$ cat config.mk
export PLATFORM = sky130hd
export DESIGN_NAME = serial_link_health_supervisor
export DESIGN_NICKNAME = d
export VERILOG_FILES = /design/src/core/link_health_supervisor.v /design/src/core/skid_buffer.v /design/src/core/frame_history.v
export VERILOG_INCLUDE_DIRS = /design/src /design/src/core
export SDC_FILE = /design/constraint.sdc
export NUM_CORES = 1
export LEC_CHECK = 0
export BUFFER_PORTS_ARGS = -buffer_cell sky130_fd_sc_hd__buf_2
export CORE_ASPECT_RATIO = 0.8
export CORE_MARGIN = 1
export CORE_UTILIZATION = 65
export DETAILED_ROUTE_END_ITERATION = 7
export GPL_TIMING_DRIVEN = 0
export PLACE_DENSITY = 0.86
export SLEW_MARGIN = 20
export SYNTH_ARGS = -nofsm -noshare
export SYNTH_HDL_FRONTEND = slang
export SYNTH_SLANG_ARGS = --single-unit
$ cat constraint.sdc
create_clock -name ref_clk_i -period 9.58 [get_ports ref_clk_i]
set_clock_uncertainty 0.05 [all_clocks]
set_input_delay 1.437 -clock ref_clk_i [delete_from_list [all_inputs] [get_ports ref_clk_i]]
set_output_delay 1.437 -clock ref_clk_i [all_outputs]
set_load 0.01 [all_outputs]
$ cat src/core/link_health_consts.vh
// constants for the interdivision serial link health supervisor
// Function
// - every frame carries a crc and the receiver checks it on each frame.
// - data is sent true and inverted; a copy mismatch marks it failed.
// - the link fails when over 3 of 100 consecutive frames are disturbed.
// - a crc error keeps data out of shared dual-port memory and is flagged.
// - a failed link recovers by itself after 100 error-free frames.
// - a keep-alive frame is sent when nothing was requested for 25 ms.
// - the link is declared failed when no frame arrived for 250 ms.
// - every detected error is reported as status to the application.
// - two links each with one transmit and one receive line are provided.
// - identical data is driven onto both transmit lines at the same time.
`ifndef LINK_HEALTH_CONSTS_VH
`define LINK_HEALTH_CONSTS_VH
`define CLK_MHZ          200
`define WINDOW_FRAMES    100
`define MAX_DISTURBED    3
`define RECOVER_FRAMES   100
`define KEEPALIVE_MS     25
`define SILENCE_MS       250
`define CYC_PER_MS       (`CLK_MHZ * 1000)
`define KEEPALIVE_CYC    (`KEEPALIVE_MS * `CYC_PER_MS)
`define SILENCE_CYC      (`SILENCE_MS * `CYC_PER_MS)
`define DATA_W           16
`define CRC_W            16
`define CRC_POLY         16'h1021
`define CRC_INIT         16'hffff
`define KA_PATTERN       16'h0000
`endif

$ cat src/core/link_health_supervisor.v
// interdivision serial link health supervisor, two links
`timescale 1ns/1ps
`include "link_health_consts.vh"
module serial_link_health_supervisor #(
  parameter DW            = `DATA_W,
  parameter KEEPALIVE_CYC = `KEEPALIVE_CYC,
  parameter SILENCE_CYC   = `SILENCE_CYC
) (
  input  wire          ref_clk_i,      // 200 MHz clock
  input  wire          reset_n_i,      // sync reset, low
  input  wire [DW-1:0] app_tx_data_i,  // application word
  input  wire          app_tx_valid_i, // application request
  output reg           app_tx_ready_o, // buffer room, registered one cycle late
  output reg  [DW-1:0] tx_true_o,      // true copy, both lines
  output reg  [DW-1:0] tx_inv_o,       // inverse copy
  output reg  [15:0]   tx_crc_o,       // frame crc
  output reg  [1:0]    tx_valid_o,     // strobe per transmit line
  output reg           tx_keepalive_o, // keep-alive marker
  input  wire          tx_ready_i,     // both lines ready
  input  wire [2*DW-1:0] rx_true_i,    // true copy per link
  input  wire [2*DW-1:0] rx_inv_i,     // inverse copy per link
  input  wire [31:0]   rx_crc_i,       // received crc per link
  input  wire [1:0]    rx_keepalive_i, // keep-alive marker per link
  input  wire [1:0]    rx_valid_i,     // frame strobe per link
  output reg  [2*DW-1:0] mem_wr_data_o,// word to shared memory
  output reg  [1:0]    mem_wr_o,       // write strobe per link
  output reg  [1:0]    crc_err_o,      // crc error pulse per link
  output reg  [1:0]    data_fail_o,    // copy mismatch pulse
  output reg  [1:0]    link_failed_o,  // link failed level
  output reg  [1:0]    silence_o,      // silence timeout level
  output reg  [1:0]    burst_fail_o    // disturbed-ratio level
);
  localparam ST_IDLE = 1'b0;
  localparam ST_SEND = 1'b1;

  function [15:0] crc16;
    input [2*DW-1:0] d;
    integer k;
    reg [15:0] c;
    begin
      c = `CRC_INIT;
      for (k = 2*DW-1; k >= 0; k = k - 1)
        c = {c[14:0], 1'b0} ^ ((c[15] ^ d[k]) ? `CRC_POLY : 16'h0000);
      crc16 = c;
    end
  endfunction

  // transmit side
  wire [DW-1:0] buf_data;
  wire          buf_valid;
  wire          buf_in_ready;
  reg           buf_pop;
  reg           tx_state;
  reg  [31:0]   idle_cnt;

  skid_buffer #(.W(DW)) u_txbuf (
    .ref_clk_i  (ref_clk_i),
    .reset_n_i  (reset_n_i),
    .in_data_i  (app_tx_data_i),
    .in_valid_i (app_tx_valid_i),
    .in_ready_o (buf_in_ready),
    .out_data_o (buf_data),
    .out_valid_o(buf_valid),
    .out_ready_i(buf_pop)
  );

  always @* begin
    buf_pop = (tx_state == ST_IDLE) & buf_valid;
  end

  always @(posedge ref_clk_i) begin
    if (!reset_n_i) begin
      tx_state       <= ST_IDLE;
      idle_cnt       <= 32'd0;
      tx_true_o      <= {DW{1'b0}};
      tx_inv_o       <= {DW{1'b0}};
      tx_crc_o       <= 16'h0000;
      tx_valid_o     <= 2'b00;
      tx_keepalive_o <= 1'b0;
      app_tx_ready_o <= 1'b0;
    end else begin
      app_tx_ready_o <= buf_in_ready;
      if (app_tx_valid_i)
        idle_cnt <= 32'd0;
      else if (idle_cnt < KEEPALIVE_CYC)
        idle_cnt <= idle_cnt + 32'd1;
      case (tx_state)
        ST_IDLE: begin
          if (buf_valid) begin
            tx_true_o      <= buf_data;
            tx_inv_o       <= ~buf_data;
            tx_crc_o       <= crc16({buf_data, ~buf_data});
            tx_valid_o     <= 2'b11;
            tx_keepalive_o <= 1'b0;
            tx_state       <= ST_SEND;
          end else if (idle_cnt >= KEEPALIVE_CYC - 1) begin
            tx_true_o      <= `KA_PATTERN;
            tx_inv_o       <= ~`KA_PATTERN;
            tx_crc_o       <= crc16({`KA_PATTERN, ~`KA_PATTERN});
            tx_valid_o     <= 2'b11;
            tx_keepalive_o <= 1'b1;
            idle_cnt       <= 32'd0;
            tx_state       <= ST_SEND;
          end
        end
        ST_SEND: begin
          if (tx_ready_i) begin
            tx_valid_o <= 2'b00;
            tx_state   <= ST_IDLE;
          end
        end
        default: tx_state <= ST_IDLE;
      endcase
    end
  end

  // receive side, one supervisor per link
  genvar g;
  generate
    for (g = 0; g < 2; g = g + 1) begin : g_rx
      wire [DW-1:0] t = rx_true_i[g*DW +: DW];
      wire [DW-1:0] v = rx_inv_i[g*DW +: DW];
      wire crc_bad = crc16({t, v}) != rx_crc_i[g*16 +: 16];
      wire cmp_bad = (t != ~v);
      wire disturbed = crc_bad | cmp_bad;
      reg  [6:0]  slot;
      reg  [6:0]  dist_cnt;
      reg  [6:0]  clean_run;
      reg  [31:0] quiet;
      reg         pend;
      reg         pend_dist;
      reg  [6:0]  filled;
      wire        old_bit;

      frame_history #(.DEPTH(`WINDOW_FRAMES), .AW(7)) u_hist (
        .ref_clk_i(ref_clk_i),
        .reset_n_i(reset_n_i),
        .wr_i     (rx_valid_i[g]),
        .addr_i   (slot),
        .bit_i    (disturbed),
        .old_o    (old_bit)
      );

      wire [6:0] next_dist = dist_cnt + {6'd0, pend_dist}
                             - {6'd0, old_bit & (filled == `WINDOW_FRAMES)};

      always @(posedge ref_clk_i) begin
        if (!reset_n_i) begin
          slot      <= 7'd0;
          dist_cnt  <= 7'd0;
          clean_run <= 7'd0;
          quiet     <= 32'd0;
          pend      <= 1'b0;
          pend_dist <= 1'b0;
          filled    <= 7'd0;
          mem_wr_data_o[g*DW +: DW] <= {DW{1'b0}};
          mem_wr_o[g]      <= 1'b0;
          crc_err_o[g]     <= 1'b0;
          data_fail_o[g]   <= 1'b0;
          link_failed_o[g] <= 1'b0;
          silence_o[g]     <= 1'b0;
          burst_fail_o[g]  <= 1'b0;
        end else begin
          pend <= rx_valid_i[g];
          pend_dist <= disturbed;
          mem_wr_o[g]    <= rx_valid_i[g] & ~crc_bad & ~cmp_bad
                            & ~rx_keepalive_i[g];
          mem_wr_data_o[g*DW +: DW] <= t;
          crc_err_o[g]   <= rx_valid_i[g] & crc_bad;
          data_fail_o[g] <= rx_valid_i[g] & ~crc_bad & cmp_bad;
          if (rx_valid_i[g]) begin
            slot  <= (slot == `WINDOW_FRAMES - 1) ? 7'd0 : slot + 7'd1;
            quiet <= 32'd0;
            clean_run <= disturbed ? 7'd0 :
                         (clean_run < 7'd100 ? clean_run + 7'd1 : clean_run);
          end else if (quiet < SILENCE_CYC) begin
            quiet <= quiet + 32'd1;
          end
          if (pend) begin
            dist_cnt <= next_dist;
            if (filled < `WINDOW_FRAMES) filled <= filled + 7'd1;
          end
          if (quiet >= SILENCE_CYC - 1 && !rx_valid_i[g]) begin
            silence_o[g]     <= 1'b1;
            link_failed_o[g] <= 1'b1;
            clean_run        <= 7'd0;
          end else if (pend && next_dist > `MAX_DISTURBED) begin
            burst_fail_o[g]  <= 1'b1;
            link_failed_o[g] <= 1'b1;
          end else if (clean_run >= `RECOVER_FRAMES) begin
            link_failed_o[g] <= 1'b0;
            silence_o[g]     <= 1'b0;
            burst_fail_o[g]  <= 1'b0;
          end
        end
      end
    end
  endgenerate
endmodule // serial_link_health_supervisor

$ cat src/core/skid_buffer.v
// two-entry valid/ready buffer
`timescale 1ns/1ps
module skid_buffer #(
  parameter W = 16
) (
  input  wire         ref_clk_i,  // clock
  input  wire         reset_n_i,  // sync reset, low
  input  wire [W-1:0] in_data_i,  // input word
  input  wire         in_valid_i, // input valid
  output wire         in_ready_o, // room available
  output wire [W-1:0] out_data_o, // output word
  output wire         out_valid_o,// output valid
  input  wire         out_ready_i // receiver ready
);
  reg [W-1:0] mem0;
  reg [W-1:0] mem1;
  reg [1:0]   cnt;
  wire        push;
  wire        pop;
  assign in_ready_o  = (cnt != 2'd2);
  assign out_valid_o = (cnt != 2'd0);
  assign out_data_o  = mem0;
  assign push = in_valid_i & in_ready_o;
  assign pop  = out_valid_o & out_ready_i;
  always @(posedge ref_clk_i) begin
    if (!reset_n_i) begin
      cnt  <= 2'd0;
      mem0 <= {W{1'b0}};
      mem1 <= {W{1'b0}};
    end else begin
      case ({push, pop})
        2'b10: begin
          if (cnt == 2'd0) mem0 <= in_data_i;
          else mem1 <= in_data_i;
          cnt <= cnt + 2'd1;
        end
        2'b01: begin
          mem0 <= mem1;
          cnt  <= cnt - 2'd1;
        end
        2'b11: begin
          if (cnt == 2'd1) mem0 <= in_data_i;
          else begin
            mem0 <= mem1;
            mem1 <= in_data_i;
          end
        end
        default: cnt <= cnt;
      endcase
    end
  end
endmodule // skid_buffer

$ cat src/core/frame_history.v
// 100-entry disturbed-frame history for the sliding window
`timescale 1ns/1ps
module frame_history #(
  parameter DEPTH = 100,
  parameter AW    = 7
) (
  input  wire          ref_clk_i, // clock
  input  wire          reset_n_i, // sync reset, low
  input  wire          wr_i,      // store a frame outcome
  input  wire [AW-1:0] addr_i,    // slot index
  input  wire          bit_i,     // disturbed flag
  output reg           old_o      // flag previously in slot
);
  reg [DEPTH-1:0] hist;
  always @(posedge ref_clk_i) begin
    if (!reset_n_i) begin
      hist  <= {DEPTH{1'b0}};
      old_o <= 1'b0;
    end else begin
      old_o <= hist[addr_i];
      if (wr_i) hist[addr_i] <= bit_i;
    end
  end
endmodule // frame_history

# ---- Word-level counts from Yosys, hierarchy flattened
# Cells that the tools add are included.
dict set report word_totals {
  register_bits 489
  latchBits 0
  ramBits 0
  rom_bits 0
  wordCells 503
  mem_count 0
}
dict set report classes {
  add_sub_neg 15
  n_mul 0
  n_div 0
  magnitude_cmp 18
  eq_ne 20
  n_shift 0
  n_mux 150
  bitwise_logic 219
  n_reduce_logical 38
}
# op n
set op_table {}
lappend op_table {{16-bit by 13-bit bitwise XOR with 16-bit output} 93}
lappend op_table {{13-bit two-way mux} 96}
lappend op_table {{100-bit bitwise mux} 2}
lappend op_table {{16-bit two-way mux} 10}
lappend op_table {{32-bit two-way mux} 5}
lappend op_table {{32-bit by 1-bit adder with 32-bit output, second input constant} 3}
lappend op_table {{1-bit bitwise XOR} 93}
lappend op_table {{32-bit by 26-bit >= comparator with 1-bit output, second input constant} 2}
lappend op_table {{32-bit by 26-bit < comparator with 1-bit output, second input constant} 2}
lappend op_table {{16-bit != test} 4}
lappend op_table {{16-bit inverter} 3}
lappend op_table {{16-bit one-hot mux with 3 select lines} 1}
lappend op_table {{12-bit inverter with 15-bit output} 3}
lappend op_table {{7-bit by 1-bit adder with 7-bit output, second input constant} 6}
lappend op_table {{7-bit two-way mux} 6}
lappend op_table {{32-bit by 23-bit >= comparator with 1-bit output, second input constant} 1}
lappend op_table {{32-bit by 23-bit < comparator with 1-bit output, second input constant} 1}
lappend op_table {{16-bit one-hot mux with 2 select lines} 1}
lappend op_table {{7-bit equality test, second input constant} 4}
lappend op_table {{7-bit < comparator, second input constant} 4}
lappend op_table {{2-bit AND reduction} 11}
lappend op_table {{2-bit nonzero test} 10}
lappend op_table {{1-bit two-way mux} 19}
lappend op_table {{7-bit by 8-bit < comparator with 1-bit output, second input constant} 2}
lappend op_table {{other kinds (26)} 78}

# ---- Depth between registers and ports, before layout
dict set report logic_depth {
  word_depth 100
  depth_mapped 18
}

# ---- By module
# From an unflattened synthesis, not the netlist that was laid out.
dict set report unflattened {
  cells_unflattened 2857
  hier_area_um2 25593.3
}
# module instances cells_each area_per_inst_um2
set modules_own_cells {}
lappend modules_own_cells {serial_link_health_supervisor 1 1436 13501.7}
lappend modules_own_cells {{frame_history (g_rx[0].u_hist)} 1 609 5248.8}
lappend modules_own_cells {{frame_history (g_rx[1].u_hist)} 1 608 4983.5}
lappend modules_own_cells {skid_buffer 1 204 1859.3}

# ---- Worst setup path after synthesis
# OpenSTA, ideal clock, no wires.
dict set report synth_path {
  path_type {input-to-reg}
  start {input rx_true_i[29]}
  end {register g_rx[1].clean_run[5]}
  setup_time_ns 0.086
  arrival_time_ns 4.657
  required_ns 9.444
  slack_ns 4.787
  stages 12
  n_path_buf 3
  cell_sequence {buf_2 -> xnor3_1 -> xnor2_2 -> xnor3_2 -> xnor2_1 -> or4_1 -> a211o_1 -> or3_1 -> buf_6 -> buf_6 -> or2_4 -> a211oi_1}
}
dict set report synth_via {
  elab_chain_len 50
  elab_cells_between_ends 66
  cone_classes {eq/ne: 2; mux: 16; bitwise: 46; reduce/logical: 2}
}
# item line_no
set synth_lines {}
lappend synth_lines {{from (decl)} link_health_supervisor.v:20} ;# input wire [2*DW-1:0] rx_true_i,
lappend synth_lines {{1-bit bitwise XOR} link_health_supervisor.v:43} ;# c = {c[14:0], 1'b0} ^ ((c[15] ^ d[k]) ? `CRC_POLY : 16'h0000);
lappend synth_lines {{13-bit two-way mux} link_health_supervisor.v:43}
lappend synth_lines {{16-bit by 13-bit bitwise XOR with 16-bit output (4 in a row)} link_health_supervisor.v:43}
lappend synth_lines {{1-bit bitwise XOR} link_health_supervisor.v:43}
lappend synth_lines {{13-bit two-way mux} link_health_supervisor.v:43}
lappend synth_lines {{16-bit by 13-bit bitwise XOR with 16-bit output (4 in a row)} link_health_supervisor.v:43}
lappend synth_lines {{1-bit bitwise XOR} link_health_supervisor.v:43}
lappend synth_lines {{13-bit two-way mux} link_health_supervisor.v:43}
lappend synth_lines {{(+24 left out)} -}
lappend synth_lines {{16-bit by 13-bit bitwise XOR with 16-bit output (4 in a row)} link_health_supervisor.v:43}
lappend synth_lines {{1-bit bitwise XOR} link_health_supervisor.v:43}
lappend synth_lines {{13-bit two-way mux} link_health_supervisor.v:43}
lappend synth_lines {{16-bit by 13-bit bitwise XOR with 16-bit output (2 in a row)} link_health_supervisor.v:43}
lappend synth_lines {{16-bit != test} link_health_supervisor.v:123} ;# wire crc_bad = crc16({t, v}) != rx_crc_i[g*16 +: 16];
lappend synth_lines {{1-bit OR (*)} link_health_supervisor.v:125} ;# wire disturbed = crc_bad | cmp_bad;
lappend synth_lines {{2-bit nonzero test (no source line)} -}
lappend synth_lines {{2-bit AND reduction (no source line)} -}
lappend synth_lines {{to (signal assigned)} link_health_supervisor.v:174} ;# clean_run <= disturbed ? 7'd0 :
lappend synth_lines {{to (decl)} link_health_supervisor.v:128} ;# reg [6:0] clean_run;
# Every way passes the cells marked *; elsewhere a longest branch is shown, timed or not.
# A chain may end at the register's enable or synchronous reset.

# ---- Worst setup path after layout
dict set report layout_path {
  start {input rx_true_i[16]}
  end {register g_rx[1].u_hist.hist[85]}
}
dict set report layout_via {
  elab_chain_len 30
  elab_cells_between_ends 35
  cone_classes {eq/ne: 2; mux: 8; bitwise: 25}
}
# item line_no
set layout_lines {}
lappend layout_lines {{1-bit bitwise XOR} link_health_supervisor.v:43}
lappend layout_lines {{13-bit two-way mux} link_health_supervisor.v:43}
lappend layout_lines {{16-bit by 13-bit bitwise XOR with 16-bit output (4 in a row)} link_health_supervisor.v:43}
lappend layout_lines {{1-bit bitwise XOR} link_health_supervisor.v:43}
lappend layout_lines {{13-bit two-way mux} link_health_supervisor.v:43}
lappend layout_lines {{16-bit by 13-bit bitwise XOR with 16-bit output (4 in a row)} link_health_supervisor.v:43}
lappend layout_lines {{1-bit bitwise XOR} link_health_supervisor.v:43}
lappend layout_lines {{13-bit two-way mux} link_health_supervisor.v:43}
lappend layout_lines {{(+5 left out)} -}
lappend layout_lines {{13-bit two-way mux} link_health_supervisor.v:43}
lappend layout_lines {{16-bit by 13-bit bitwise XOR with 16-bit output (4 in a row)} link_health_supervisor.v:43}
lappend layout_lines {{1-bit bitwise XOR} link_health_supervisor.v:43}
lappend layout_lines {{13-bit two-way mux} link_health_supervisor.v:43}
lappend layout_lines {{16-bit by 13-bit bitwise XOR with 16-bit output} link_health_supervisor.v:43}
lappend layout_lines {{16-bit != test} link_health_supervisor.v:123}
lappend layout_lines {{1-bit OR (*)} link_health_supervisor.v:125}
lappend layout_lines {{100-bit bitwise mux (*)} frame_history.v:21} ;# if (wr_i) hist[addr_i] <= bit_i;
lappend layout_lines {{to (signal assigned)} frame_history.v:17} ;# hist <= {DEPTH{1'b0}};
lappend layout_lines {{to (signal, indexed assignment)} frame_history.v:21}
lappend layout_lines {{to (decl)} frame_history.v:14} ;# reg [DEPTH-1:0] hist;
# Marked as above.

==> reports/summary.log <==
[status] run status finished, final reports clean
[logic_synthesis] share of the yosys chip area belonging to registers 39.9%
[logic_synthesis] synthesized instance count 2790
[clocking] cts bufs inserted 48
[clocking] Setup Buffers After CTS 0
[floorplan] effective utilization at floorplan 66.0%
[setup_path] critical path launch point type input pin
[global_route] antenna violations before repair 1
[sta] Slew Limit Headroom 21.7%
[setup_path] Critical Path End Type flop
[setup_path] series of cell instances along the critical path clkbuf_1 > xnor3_1 > xor2_1 > xnor2_1 > xor3_1 > a2111oi_0 > o22ai_1 > or3_1 > clkbuf_1 > buf_2 > clkbuf_1 > o21ai_0 > a21oi_1
[final_layout] final core area utilization 75.5%
[setup_path] arrival time at the worst endpoint 5560 ps
[setup_path] stage delay of the slowest cell on the critical path 540 ps
[sta] setup repair after global routing missed its margin no
[logic_synthesis] number of enable flip-flop cells after synthesis 0
[sta] number of failing setup endpoints in the final timing report 0
[sta] count of final max-slew check failures 0
[placement] weighted congestion reported at the end of routability-driven placement 0.960
[pwr] Pint 4.81 mW
[floorplan] Die Height 176 um
[pwr] register share of total power 31.2%
[pwr] total power divided by cell area 262 mW/mm2
[route] Pre-antenna DRT Iters 6
[hold_path] hold path depth 2
[clocking] clock transition time at the flip-flop clock pins of the worst setup and hold paths 60 ps
[global_route] combined global-route utilization of all metal layers 35.8%
[route] DRC viols 0
[setup_path] biggest fanout along the worst timing path 10
[logic_synthesis] share of the synthesized area in the top cell type 39.9%
[logic_synthesis] Yosys reg bits 488
[pwr] Static Leak 10.5 nW
[setup_path] cell type group with the largest total delay on the critical path XOR/XNOR gates
[floorplan] Die Width 219 um
[setup_path] sum of buffers and inverters on the critical path 4
[sta] Final Critical Period 5170 ps
[hold_path] hold path start tx_true_o[8]$_SDFFE_PN0P_
[pwr] sw frac 34.3%
[setup_path] worst setup slack for register-to-register paths 5650 ps
[pwr] Combinational Power Share 38.5%
[final_layout] antenna diode count 0
[clocking] maximum clock insertion buffer count 3
[setup_path] cell with the most instances on the worst path sky130_fd_sc_hd__clkbuf_1
[logic_synthesis] Cell variety after synth 76
[global_route] maximum number of pins on one net before global-route repair 16
[route] antenna-violating nets left 0
[clocking] number of hold-repair buffers added at the cts stage 0
[global_route] total congestion overflow after global routing 0
[floorplan] die outline area 0.0384 mm2
[logic_synthesis] syn nets 2945
[final_layout] # nets final 3196
[pwr] Clock power frac 30.3%
[clocking] post-cts sizing count 0
[logic_synthesis] cell area after synthesis 0.0245 mm2
[sta] Setup TNS 0 ps
[route] Detailed Route Iter0 Violations 2905
[setup_path] cell with the largest stage delay on the worst path sky130_fd_sc_hd__xor3_1
[clocking] CTS tree yes
[flow_run] Max Cap Viol 0
[sta] final period utilization 54.0%
[placement] Port-buffer cells 201
[logic_synthesis] most area-consuming cells after synthesis sky130_fd_sc_hd__dfxtp_1 40%, sky130_fd_sc_hd__nor2_1 7.3%, sky130_fd_sc_hd__xnor2_1 6.4%
[pwr] net switching power figure 2.51 mW
[sta] final-report hold violation count 0
[hold_path] min-delay worst type flop to flop
[placement] detailed-placement wirelength estimate 49000 um
[sta] worst hold slack across all endpoints 409 ps
[final_layout] fraction of final layout cells sized beyond drive strength 1 11.9%
[sta] Slew @ Worst Pin 1170 ps
[floorplan] total I/O pin count 216
[floorplan] number of core rows 63
[setup_path] startpoint of the worst register-to-register path idle_cnt[10]$_SDFF_PN0_
[pwr] total design power 7.33 mW
[route] routed vias/inst 6.30
[global_route] first-pass GRT wire length 111000 um
[sta] fmax 193 MHz
[setup_path] Crit path required time 9970 ps
[clocking] root buffer cell sky130_fd_sc_hd__clkbuf_16
[logic_synthesis] fraction of synthesis flops using an asynchronous set or reset pin 0%
[route] average detailed-routed wire length per instance 19.8 um
[pwr] VDD IR max 0.000403 V
[setup_path] crit path kind input pin to flop
[setup_path] Crit Reg-Reg Endpoint tx_true_o[14]$_SDFFE_PN0P_
[logic_synthesis] Yosys top cell by area sky130_fd_sc_hd__dfxtp_1
[clocking] total clock sinks 488
[clocking] later-pin clock latency in the skew report 590 ps
[logic_synthesis] number of warnings reported in the yosys synthesis log 0
[logic_synthesis] most frequently used flop master after synthesis sky130_fd_sc_hd__dfxtp_1
[hold_path] Hold Crit Endpoint tx_true_o[8]$_SDFFE_PN0P_
[final_layout] filler cell count 2623
[route] detailed-route via count 22482
[route] detailed-route wire length 70600 um
[global_route] vias in the first global route 21439
[clocking] H-tree depth 2
[final_layout] Area growth syn-to-layout 14.3%
[logic_synthesis] average cell area after synthesis 8.77 um2
[setup_path] worst r2r path cells 11
[floorplan] core area 0.0370 mm2
-- placed cells by master (no fill, tap or decap), types with 9 or more instances in the layout --
cell / synthesis / final
sky130_fd_sc_hd__a211o_1: 9 / 9
sky130_fd_sc_hd__a211oi_1: 123 / 123
sky130_fd_sc_hd__a21oi_1: 177 / 177
sky130_fd_sc_hd__a22oi_1: 51 / 51
sky130_fd_sc_hd__and2_1: 58 / 58
sky130_fd_sc_hd__and3_1: 27 / 27
sky130_fd_sc_hd__and4_1: 10 / 10
sky130_fd_sc_hd__buf_1: 13 / 12
sky130_fd_sc_hd__buf_2: 16 / 217
sky130_fd_sc_hd__bufinv_16: 0 / 14
sky130_fd_sc_hd__clkbuf_1: 169 / 173
sky130_fd_sc_hd__clkbuf_16: 0 / 49
sky130_fd_sc_hd__clkbuf_8: 0 / 9
sky130_fd_sc_hd__dfxtp_1: 488 / 488
sky130_fd_sc_hd__ha_1: 33 / 33
sky130_fd_sc_hd__inv_1: 50 / 50
sky130_fd_sc_hd__mux2i_1: 38 / 38
sky130_fd_sc_hd__mux4_2: 33 / 33
sky130_fd_sc_hd__nand2_1: 142 / 142
sky130_fd_sc_hd__nand2b_1: 15 / 15
sky130_fd_sc_hd__nand3_1: 43 / 43
sky130_fd_sc_hd__nand4_1: 36 / 36
sky130_fd_sc_hd__nor2_1: 478 / 478
sky130_fd_sc_hd__nor2b_1: 14 / 14
sky130_fd_sc_hd__nor3_1: 27 / 26
sky130_fd_sc_hd__nor4_1: 25 / 25
sky130_fd_sc_hd__o211a_1: 17 / 17
sky130_fd_sc_hd__o21ai_0: 226 / 226
sky130_fd_sc_hd__or3_1: 13 / 13
sky130_fd_sc_hd__xnor2_1: 179 / 179
sky130_fd_sc_hd__xnor3_1: 36 / 36
sky130_fd_sc_hd__xor2_1: 102 / 102
-- cell families (layout without fill, tap and decap cells) --
| kind of cell | after synthesis | count (layout) | share of synthesized area [%] |
|---|---|---|---|
| flip-flops | 488 | 488 | 39.9 |
| AO/OA/AOI/OAI | 691 | 691 | 17.5 |
| adder cells (fa/ha/maj) | 35 | 35 | 1.85 |
| XOR/XNOR | 335 | 335 | 14.9 |
| multiplexers | 73 | 73 | 4.68 |
| buffers and inverters | 253 | 543 | 4.07 |
| AND/OR/NAND/NOR | 915 | 915 | 17.0 |
-- final cells by class --
class	instances	area [um2]	area share, %
tap	487	609	2.18
buffer	202	806	2.88
sequential	488	9770	34.9
clock buffer	62	1370	4.88
clock inverter	27	508	1.82
inverter	51	191	0.684
multi-input combinational	2049	13700	49.0
timing repair buffer	201	1010	3.60
-- stage by stage --
step	cell area, um2	setup WS (ps)	std cells
floorplan	24500	4790	2790
global placement	26100	3920	3478
detailed placement	26100	3920	3478
CTS	28000	4500	3567
global route	28000	4190	3567
finish	28000	4410	3567
-- per-layer routing --
layer / routed length, um / track usage, %
met1: 28200 / 47.6
met2: 32000 / 56.6
met3: 8100 / 8.28
met4: 2340 / 13.4
met5: 0 / 0
-- registers in the layout, indices dropped and copies added (netlist names), 14 cells and up --
register / flops
g_rx.dist_cnt: 14
g_rx.clean_run: 14
u_txbuf.mem1: 16
g_rx.filled: 14
g_rx.quiet: 64
u_txbuf.out_data_o: 16
mem_wr_data_o: 32
tx_true_o: 16
idle_cnt: 32
tx_crc_o: 16
g_rx.slot: 14
tx_inv_o: 16
g_rx.u_hist.hist: 200
-- worst max-delay path by stage --
stage                        from                              endpoint  slack (ps)  cells past startpoint
floorplan           rx_true_i[29]     g_rx[1].clean_run[5]$_SDFFE_PP0P_        4790                     12
global placement    rx_true_i[15]  g_rx[0].u_hist.hist[23]$_SDFFE_PN0P_        3920                     11
detailed placement  rx_true_i[16]  g_rx[1].u_hist.hist[85]$_SDFFE_PN0P_        3920                     13
CTS                 rx_true_i[15]  g_rx[0].u_hist.hist[10]$_SDFFE_PN0P_        4500                     11
global route        rx_true_i[16]  g_rx[1].u_hist.hist[75]$_SDFFE_PN0P_        4190                     13
finish              rx_true_i[16]  g_rx[1].u_hist.hist[85]$_SDFFE_PN0P_        4410                     13
-- worst register-to-register path: cells and delay by family, from the launching register on --
| family | cells | cell delay, ps |
|---|---|---|
| compound gates | 7 | 2130 |
| flops | 1 | 360 |
| simple gates | 2 | 380 |
| buf+inv | 2 | 930 |
-- power by group through the flow --
stage	clock network (mW)	logic, mW	registers (mW)
2_1_floorplan	0	2.11	2.33
3_3_place_gp	0	2.66	2.31
3_5_place_dp	0	2.72	2.32
4_1_cts	2.22	2.76	2.28
5_1_grt	2.30	2.98	2.29
6_report	2.22	2.82	2.28
-- synthesized netlist by cell type (4+ instances only) --
library cell,count
sky130_fd_sc_hd__xor3_1,7
sky130_fd_sc_hd__mux2i_1,38
sky130_fd_sc_hd__mux4_2,33
sky130_fd_sc_hd__xnor3_2,4
sky130_fd_sc_hd__buf_1,13
sky130_fd_sc_hd__nor3b_1,6
sky130_fd_sc_hd__ha_1,33
sky130_fd_sc_hd__nand2_1,142
sky130_fd_sc_hd__xor2_1,102
sky130_fd_sc_hd__inv_1,50
sky130_fd_sc_hd__o21a_1,4
sky130_fd_sc_hd__or3_1,13
sky130_fd_sc_hd__clkbuf_1,169
sky130_fd_sc_hd__a22oi_1,51
sky130_fd_sc_hd__a21o_1,8
sky130_fd_sc_hd__buf_2,16
sky130_fd_sc_hd__o211ai_1,8
sky130_fd_sc_hd__a211oi_1,123
sky130_fd_sc_hd__nor2_1,478
sky130_fd_sc_hd__o31ai_1,8
sky130_fd_sc_hd__o211a_1,17
sky130_fd_sc_hd__o21ai_0,226
sky130_fd_sc_hd__a22o_1,8
sky130_fd_sc_hd__nand4_1,36
sky130_fd_sc_hd__a221oi_1,8
sky130_fd_sc_hd__nor4_1,25
sky130_fd_sc_hd__and4_1,10
sky130_fd_sc_hd__nor3_1,27
sky130_fd_sc_hd__a211o_1,9
sky130_fd_sc_hd__dfxtp_1,488
sky130_fd_sc_hd__nand2b_1,15
sky130_fd_sc_hd__and3_1,27
sky130_fd_sc_hd__o21bai_1,4
sky130_fd_sc_hd__xnor3_1,36
sky130_fd_sc_hd__a21boi_0,4
sky130_fd_sc_hd__and2_1,58
sky130_fd_sc_hd__a21oi_1,177
sky130_fd_sc_hd__xnor2_1,179
sky130_fd_sc_hd__a31oi_1,5
sky130_fd_sc_hd__nand3_1,43
sky130_fd_sc_hd__xnor2_2,4
sky130_fd_sc_hd__a311oi_1,8
sky130_fd_sc_hd__nor2b_1,14
Note: power is estimated with default switching activity, not from simulation.
